==> src/hw/asbp_sram_regs.vh <==
// timing constants and pin widths for the byte-wide static memory controller
`ifndef ASBP_SRAM_REGS_VH
`define ASBP_SRAM_REGS_VH

// ----------------------------------------
// clock and widths
// ----------------------------------------
`define ASBP_CLK_PERIOD_NS 10
`define ASBP_INDEX_W 19
`define ASBP_DATA_W 8
`define ASBP_DEPTH 524288

// ----------------------------------------
// memory timing, ns except power-up in us (slowest grade)
// ----------------------------------------
`define ASBP_POWER_UP_US 1
`define ASBP_READ_CYCLE_NS 15
`define ASBP_WRITE_CYCLE_NS 15
`define ASBP_WRITE_PULSE_NS 10
`define ASBP_WRITE_RELEASE_NS 7
`define ASBP_WRITE_SETUP_NS 7
`define ASBP_OUT_RELEASE_NS 7

// ----------------------------------------
// derived cycle counts, least times round up
// ----------------------------------------
`define ASBP_CYC_UP(ns) (((ns) + `ASBP_CLK_PERIOD_NS - 1) / `ASBP_CLK_PERIOD_NS)
`define ASBP_POWER_UP_CYC `ASBP_CYC_UP(`ASBP_POWER_UP_US * 1000)
`define ASBP_READ_CYC `ASBP_CYC_UP(`ASBP_READ_CYCLE_NS)
`define ASBP_PULSE_CYC `ASBP_CYC_UP(`ASBP_WRITE_PULSE_NS)
`define ASBP_STROBE_CYC `ASBP_CYC_UP(`ASBP_WRITE_RELEASE_NS + `ASBP_WRITE_SETUP_NS)
`define ASBP_WRITE_CYC `ASBP_CYC_UP(`ASBP_WRITE_CYCLE_NS)
`define ASBP_TURN_CYC `ASBP_CYC_UP(`ASBP_OUT_RELEASE_NS)

`endif

==> src/hw/asbp_sram_ctrl.v <==
// host-side controller sequencing an asynchronous byte-wide static memory
// Contract
// - a write happens while chip select and write strobe are both low, storing the data byte.
// - a read happens with chip select and output gate low and write strobe high.
// - write data set-up and hold are timed against the edge that ends the write.
// - the first access waits at least 1 us after power is good.
// - a strobe-controlled write with gate low lasts release delay plus data set-up.
// - write data is never driven while the memory may still drive the data lines.
`include "asbp_sram_regs.vh"

module asbp_sram_ctrl #(
  parameter IW = `ASBP_INDEX_W,
  parameter DW = `ASBP_DATA_W,
  parameter POWER_UP_CYC = `ASBP_POWER_UP_CYC
) (
  input wire ref_clk,
  input wire rst,
  // user side
  input wire reqValid,
  output wire reqReady,
  input wire reqWrite,
  input wire [IW-1:0] reqIndex,
  input wire [DW-1:0] reqData,
  output reg rdValid_r,
  output reg [DW-1:0] rdData_r,
  output wire powerReady,
  // memory pins
  output reg chipSelN_r,
  output reg outGateN_r,
  output reg writeStrobeN_r,
  output reg [IW-1:0] wordIndex_r,
  output reg [DW-1:0] dataLinesOut_r,
  output reg dataLinesOe_r,
  input wire [DW-1:0] dataLinesIn
);

  // ----------------------------------------
  // states and counts
  // ----------------------------------------
  localparam [2:0] ST_POWER = 3'h0;
  localparam [2:0] ST_IDLE = 3'h1;
  localparam [2:0] ST_READ = 3'h2;
  localparam [2:0] ST_RTURN = 3'h3;
  localparam [2:0] ST_WSETUP = 3'h4;
  localparam [2:0] ST_WPULSE = 3'h5;
  localparam [2:0] ST_WHOLD = 3'h6;
  localparam [2:0] ST_RCAP = 3'h7;

  localparam integer READ_N = `ASBP_READ_CYC;
  localparam integer PULSE_N = (`ASBP_PULSE_CYC > `ASBP_STROBE_CYC) ?
    `ASBP_PULSE_CYC : `ASBP_STROBE_CYC;
  localparam integer TURN_N = `ASBP_TURN_CYC;
  localparam integer UP_N = POWER_UP_CYC;

  // counts cut to the 16-bit counter on purpose; real counts sit far below its range
  localparam [15:0] READ_CYC = READ_N[15:0];
  localparam [15:0] PULSE_CYC = PULSE_N[15:0];
  localparam [15:0] TURN_CYC = TURN_N[15:0];
  localparam [15:0] SYNC_CYC = 16'h0002;
  localparam [15:0] UP_CYC = UP_N[15:0];

  reg [2:0] state_r;
  reg [2:0] state_nxt;
  reg [15:0] cnt_r;
  reg [15:0] cnt_nxt;
  reg [IW-1:0] index_nxt;
  reg [DW-1:0] wdata_nxt;
  reg cs_nxt;
  reg og_nxt;
  reg ws_nxt;
  reg oe_nxt;
  reg rdValid_nxt;
  reg [DW-1:0] rdData_nxt;
  wire [DW-1:0] dataSync;

  // memory data pins arrive asynchronously
  asbp_sync2 #(.W(DW)) u_sync (
    .ref_clk(ref_clk),
    .rst(rst),
    .din(dataLinesIn),
    .dout(dataSync)
  );

  assign reqReady = (state_r == ST_IDLE);
  assign powerReady = (state_r != ST_POWER);

  // ----------------------------------------
  // sequencer
  // ----------------------------------------
  // every pin changes from a flop so no glitch reaches the memory
  always @* begin
    state_nxt = state_r;
    cnt_nxt = cnt_r;
    index_nxt = wordIndex_r;
    wdata_nxt = dataLinesOut_r;
    cs_nxt = chipSelN_r;
    og_nxt = outGateN_r;
    ws_nxt = writeStrobeN_r;
    oe_nxt = dataLinesOe_r;
    rdValid_nxt = 1'b0;
    rdData_nxt = rdData_r;
    case (state_r)
      ST_POWER: begin
        // hold off all access after power-up
        if (cnt_r >= UP_CYC - 16'h0001) begin
          state_nxt = ST_IDLE;
          cnt_nxt = 16'h0000;
        end else begin
          cnt_nxt = cnt_r + 16'h0001;
        end
      end
      ST_IDLE: begin
        cs_nxt = 1'b1; // deselect between accesses, memory stands
        og_nxt = 1'b1;
        ws_nxt = 1'b1;
        oe_nxt = 1'b0;
        if (reqValid) begin
          index_nxt = reqIndex; // index set on the same edge that takes select low
          cnt_nxt = 16'h0000;
          cs_nxt = 1'b0;
          if (reqWrite) begin
            wdata_nxt = reqData;
            state_nxt = ST_WSETUP;
          end else begin
            og_nxt = 1'b0; // strobe held high for a read
            state_nxt = ST_READ;
          end
        end
      end
      ST_READ: begin
        // hold select and gate for the full read cycle
        if (cnt_r >= READ_CYC - 16'h0001) begin
          state_nxt = ST_RCAP;
          cnt_nxt = 16'h0000;
        end else begin
          cnt_nxt = cnt_r + 16'h0001;
        end
      end
      ST_RCAP: begin
        // wait out the synchroniser then take the byte
        if (cnt_r >= SYNC_CYC - 16'h0001) begin
          rdData_nxt = dataSync;
          rdValid_nxt = 1'b1;
          cs_nxt = 1'b1;
          og_nxt = 1'b1;
          state_nxt = ST_RTURN;
          cnt_nxt = 16'h0000;
        end else begin
          cnt_nxt = cnt_r + 16'h0001;
        end
      end
      ST_RTURN: begin
        // let the memory release the lines before anyone drives them
        if (cnt_r >= TURN_CYC - 16'h0001) begin
          state_nxt = ST_IDLE;
          cnt_nxt = 16'h0000;
        end else begin
          cnt_nxt = cnt_r + 16'h0001;
        end
      end
      ST_WSETUP: begin
        // gate is high so the memory is released; strobe falls and drive starts on the same edge
        ws_nxt = 1'b0; // write interval opens on the overlap
        oe_nxt = 1'b1;
        state_nxt = ST_WPULSE;
      end
      ST_WPULSE: begin
        // pulse covers release delay plus data set-up
        if (cnt_r >= PULSE_CYC - 16'h0001) begin
          ws_nxt = 1'b1; // strobe alone ends the write, select stays low
          state_nxt = ST_WHOLD;
          cnt_nxt = 16'h0000;
        end else begin
          cnt_nxt = cnt_r + 16'h0001;
        end
      end
      ST_WHOLD: begin
        // data held one cycle past the strobe rise
        oe_nxt = 1'b0;
        cs_nxt = 1'b1;
        state_nxt = ST_IDLE;
      end
      default: begin
        state_nxt = ST_IDLE;
      end
    endcase
  end

  // ----------------------------------------
  // registers
  // ----------------------------------------
  always @(posedge ref_clk or posedge rst) begin
    if (rst) begin
      state_r <= ST_POWER;
      cnt_r <= 16'h0000;
      chipSelN_r <= 1'b1;
      outGateN_r <= 1'b1;
      writeStrobeN_r <= 1'b1;
      wordIndex_r <= {IW{1'b0}};
      dataLinesOut_r <= {DW{1'b0}};
      dataLinesOe_r <= 1'b0;
      rdValid_r <= 1'b0;
      rdData_r <= {DW{1'b0}};
    end else begin
      state_r <= state_nxt;
      cnt_r <= cnt_nxt;
      chipSelN_r <= cs_nxt;
      outGateN_r <= og_nxt;
      writeStrobeN_r <= ws_nxt;
      wordIndex_r <= index_nxt;
      dataLinesOut_r <= wdata_nxt;
      dataLinesOe_r <= oe_nxt;
      rdValid_r <= rdValid_nxt;
      rdData_r <= rdData_nxt;
    end
  end

endmodule

==> src/hw/asbp_sync2.v <==
// two-flop synchroniser for a bus of pin inputs
module asbp_sync2 #(
  parameter W = 8
) (
  input wire ref_clk,
  input wire rst,
  input wire [W-1:0] din,
  output reg [W-1:0] dout
);

  reg [W-1:0] meta_r;

  // first stage feeds only the second stage
  always @(posedge ref_clk or posedge rst) begin
    if (rst) begin
      meta_r <= {W{1'b0}};
      dout <= {W{1'b0}};
    end else begin
      meta_r <= din;
      dout <= meta_r;
    end
  end

endmodule

==> config.mk <==
export PLATFORM = sky130hd
export DESIGN_NAME = asbp_sram_ctrl
export DESIGN_NICKNAME = d
export VERILOG_FILES = /design/src/hw/asbp_sram_ctrl.v /design/src/hw/asbp_sync2.v
export VERILOG_INCLUDE_DIRS = /design/src /design/src/hw
export SDC_FILE = /design/constraint.sdc
export NUM_CORES = 1
export LEC_CHECK = 0
export BUFFER_PORTS_ARGS = -buffer_cell sky130_fd_sc_hd__buf_2
export CAP_MARGIN = 30
export CORE_UTILIZATION = 52
export CTS_CLUSTER_DIAMETER = 40
export DETAILED_ROUTE_END_ITERATION = 16
export PLACE_DENSITY = 0.87
export SLEW_MARGIN = 20
export SYNTH_ARGS = -nofsm -noshare
export SYNTH_HDL_FRONTEND = slang
export SYNTH_HIERARCHICAL = 1
export SYNTH_SLANG_ARGS = --single-unit
==> constraint.sdc <==
create_clock -name ref_clk -period 3 [get_ports ref_clk]
set_clock_uncertainty 0.15 [all_clocks]
set_input_delay 0.15 -clock ref_clk [delete_from_list [all_inputs] [get_ports ref_clk]]
set_output_delay 0.15 -clock ref_clk [all_outputs]
set_load 0.03 [all_outputs]
==> After elaboration in Yosys (flattened, before gate mapping) <==
Cells that the tools add are included.
{ "word_totals": {"register_bits": 75, "input_bits": 39} }
{ "classes": {"n_addsub": 1, "order_cmp": 3, "eq_ne": 13, "mux": 23, "n_reduce_logical": 17} }
{ "op_table": {"columns": ["cell", "count"], "rows": [
  ["$mux 16", 4],
  ["$pmux 16 s4", 1],
  ["$ge 16x1->1 const B", 2],
  ["$pmux 3 s8", 1],
  ["$mux 3", 7],
  ["$add 16x1->16 const B", 1],
  ["$ge 16x7->1 const B", 1],
  ["$eq 3x3->1 const B", 4],
  ["$ne 2x2->1 const B", 6],
  ["$reduce_and 2->1", 6],
  ["$reduce_bool 3->1", 3],
  ["$eq 3x2->1 const B", 2],
  ["$mux 1", 6],
  ["$pmux 1 s3", 2],
  ["$reduce_and 6->1", 1],
  ["$pmux 1 s2", 2],
  ["$reduce_bool 2->1", 2],
  ["$reduce_bool 4->1", 1],
  ["$eq 3x1->1 const B", 1],
  ["$logic_not 3->1", 1],
  ["$reduce_and 3->1", 1],
  ["$reduce_or 3->1", 1],
  ["$reduce_or 2->1", 1]
]} }

==> Logic depth before layout (Yosys ltp) <==
{ "logic_depth": {"word_depth": 4, "mapped_depth": 8, "depth_no_buf": 7} }

==> By module <==
The synthesis kept the hierarchy.
{ "modules_own_cells": {"columns": ["mod", "instances", "cells_per_inst", "area_per_inst_um2", "seq_area_each_um2"], "rows": [
  ["asbp_sram_ctrl", 1, 230, 2691.3, 1480.2],
  ["asbp_sync2", 1, 17, 404.1, 400.4]
]} }

==> Least setup slack after synthesis <==
Ideal clock, no wire load.
{ "synth_path": {"path_kind": "register -> register", "from": "register cnt_r[0]", "to": "register cnt_r[5]", "arrival_ns": 2.025, "slack_ns": 0.738, "stages_incl_launch_ff": 8, "synth_period_minus_slack_ns": 2.262, "cell_sequence": "dfrtp_1 ha_1 or4b_4 or3_4 nor4_4 buf_6 o21bai_2 a22oi_1"} }
{ "synth_between": {"elab_chain_len": 3} }
{ "synth_rtl": {"columns": ["item", "line", "text"], "rows": [
  ["from (decl)", "asbp_sram_ctrl.v:64", "reg [15:0] cnt_r;"],
  ["from (signal assigned)", "asbp_sram_ctrl.v:206", "cnt_r <= cnt_nxt;"],
  ["$add 16x1->16 (tied with other cells)", null, null],
  ["$mux 16, on equally long branches", null, null],
  ["$pmux 16 s4 (*)", "asbp_sram_ctrl.v:102", "case (state_r)"]
]} }
Every way passes the cells marked *; elsewhere a longest branch is shown, timed or not.
A chain may end at the register's enable or synchronous reset.

==> Worst setup path after layout <==
{ "layout_path": {"from": "register cnt_r[0]", "to": "register state_r[1]"} }
{ "layout_between": {"elab_chain_len": 3} }
{ "layout_rtl": {"columns": ["item", "line", "text"], "rows": [
  ["$ge 16x1->1 (tied with other cells)", "asbp_sram_ctrl.v:154", "if (cnt_r >= TURN_CYC - 16'h0001) begin"],
  ["$ne 2x2->1 (no line)", null, null],
  ["$reduce_and 6->1 (no line) (*)", null, null],
  ["to (signal assigned)", "asbp_sram_ctrl.v:205", "state_r <= state_nxt;"],
  ["to (decl)", "asbp_sram_ctrl.v:62", "reg [2:0] state_r;"]
]} }
Marks and branches as above.

==> qor.yml <==
outcome:
  status: "completed"
grt:
  first_global_vias: 2723
  grt_max_degree: 28
  grt_pass1_wl_mm: 14.5
  grt_overflow: 0
  groute.usage.overall_pct: 32.2
  antenna_found_initial: 0
cells_and_area:
  area_growth_pct: 34.8
  final.fill_count: 305
  instances_no_fill: 447
  finalNetCount: 413
  n_antenna_cell: 0
  drive_above_1_share_pct: 39.5
  final_common_cell: "buf_2"
  final_cell_mix: "buf_2 (80), dfrtp_1 (72), dlygate4sd3_1 (37), mux2_2 (35), nor2_1 (16)"
placed_design:
  dp.cells: 395
  numPortBuffers: 80
  place.gp.congestion: 0.814
  hpwl_mm: 4.52
synth:
  muxShareOfSynthArea_pct: 12.7
  synth_compound_area_share_pct: 8.00
  synth_edf_count: 0
  yosys.area.top_type: "dfrtp_1"
  async_flop_share_pct: 100
  yosysSeqAreaShare_pct: 60.8
  synthCells: 247
  synth-xor-area-share_pct: 1.13
  synthAdderAreaFrac_pct: 1.21
  synth.avg_cell_area_um2: 12.5
  ys_types: 43
  ys.flop_type: "dfrtp_1"
  synth_area_leaders: "dfrtp_1 (58%), mux2_2 (13%), dfstp_2 (2.5%)"
  synth_top_area_share_pct: 58.2
  syn-num-nets: 289
  synth_top_family_by_area: "simple AND/OR/NAND/NOR gates"
  yosys.area_share.simple_pct: 13.3
  yosys_register_bits: 75
  netlist_area_mm2: 0.00310
  ys_warn_count: 6
timing:
  period_share_pct: 89.7
  tightest_slew_ps: 958
  rsz0062_at_grt: "no"
  setup_viol: 0
  hold_viol: 0
  fmax_mhz: 372
  report.final.slew_viol_count: 0
  max_slew_margin_pct: 36.0
  finalSetupTns_ps: 0
  finalCriticalPeriod_ps: 2690
clock_tree:
  cts_max_path_buffers: 2
  insertion_delay_ps: 360
  clkSinkCount: 75
  cts-htree-levels: 3
  cts.clk_slew.worst_paths_ps: 80
  cts_setup_buffers: 0
  cts_buffers: 9
  post_cts_resize_count: 0
  cts_tree: "built"
  cts_root_buf: "clkbuf_8"
  hold_buffers: 37
floorplanning:
  row_count: 27
  die_y_um: 79.2
  start_util_pct: 55.2
  fp.dieW_um: 79.2
  io_pins: 81
  coreArea_mm2: 0.00561
  dieArea_mm2: 0.00627
detailed_routing:
  wire_per_inst_um: 20.7
  drtAntennaViolNets: 0
  drt_iter0_markers: 380
  route.vias.total: 2669
  dr.pass1.iters: 6
  drc_errors: 0
  finalWirelength_mm: 9.24
  via_per_inst: 5.97
setup_path:
  endpoint_kind: "register"
  start_kind: "register"
  worstSetupPathType: "reg2reg"
  worst_ep_arrival_time_ps: 2770
  cp_max_fo: 7
  worstPathRequired_ps: 3080
  r2r_cells: 7
worst_hold_path:
  hold_depth: 3
  hold_class: "in2reg"
flow_run:
  drv_cap: 0
power_and_ir_drop:
  powerDensity_mw_per_mm2: 1080
  p_leak_nw: 1.96
  ir_drop_v: 0.000773
## final cells by class
cell class,count,area [um2],share of cell area [%]
multi-input combinational,152,1120,26.9
inverter,10,37.5,0.899
clock buffer,14,183,4.38
timing repair buffer,123,828,19.8
tap,72,90.1,2.16
sequential,75,1880,45.1
clock inverter,1,30.0,0.719
## state kept, by name, summed over array words and instances, names as in the netlist
name / count
wordIndex_r: 19
cnt_r: 16
dataLinesOut_r: 8
rdData_r: 8
u_sync/dout: 8
u_sync/meta_r: 8
state_r: 3
chipSelN_r: 1
dataLinesOe_r: 1
outGateN_r: 1
rdValid_r: 1
writeStrobeN_r: 1
## per-layer routing
metal	part of all wire, %	track usage [%]	vias up
met5	0	0	-
met2	49	53.6	195
met4	6.3	20.9	0
met1	37	37.4	1286
met3	7.7	7.01	64
li1	-	-	1124
## cells by family after synthesis
group / after synthesis
AOI/OAI and AO/OA: 39
xor gates and xnor gates: 4
adders and majority gates: 3
and+or+nand+nor: 71
DFF: 75
muxes: 35
buffers and inverters: 20
## critical path: stages, from the launching register on
cell       delay (ps)
dfrtp_1           450
ha_1              240
or4b_4            480
or3_4             350
nor4_4            370
buf_4             250
nor3_1            100
a2bb2oi_1         170
## stage by stage
stage / power (mW) / hold WS [ps] / area (um2) / utilization, % / worst slack (ps)
final: 4.52 / 41.9 / 4170 / 74.4 / 309
after global routing: 4.66 / 59.7 / 4170 / 74.4 / 255
after CTS: 4.32 / 31.4 / 4170 / 74.4 / 431
after detailed placement: 3.44 / 77.9 / 3590 / 64.0 / 455
after global placement: 3.36 / 91.0 / 3570 / 63.7 / 529
after floorplan: 2.94 / -86.3 / 3100 / - / 738
## worst paths after layout
check,startpoint,to,slack (ps)
worst max register to register,cnt_r[0],state_r[1],310
worst min-delay path,reqValid,chipSelN_r,40
max in group asynchronous,rst,dataLinesOut_r[2],1690
worst max-delay path,cnt_r[0],state_r[1],310
min in group asynchronous,rst,rdData_r[5],250
worst min register to register,u_sync/meta_r[7],u_sync/dout[7],200
## cells in the mapped netlist, types with 2 or more instances
library cell	count
or3_1	3
buf_6	2
a2bb2oi_1	2
a31oi_1	4
o22ai_1	4
nand4_1	3
nand3_1	6
nor3_1	9
dfrtp_1	72
inv_1	9
nor4b_1	2
nand2_1	11
nand2b_1	2
nor2_1	16
xnor2_1	2
o21ai_0	6
o31ai_1	2
dfstp_2	3
ha_1	3
mux2_2	35
clkbuf_1	8
nor3b_1	3
and3_1	3
xor2_1	2
and2_1	2
o211ai_1	2
nor2b_1	2
a21oi_1	14
## power by group
group / internal, mW / switching, mW
clock: 0.472 / 0.383
combinational: 0.720 / 1.29
sequential: 1.35 / 0.305
(Power assumes the default switching activity.)
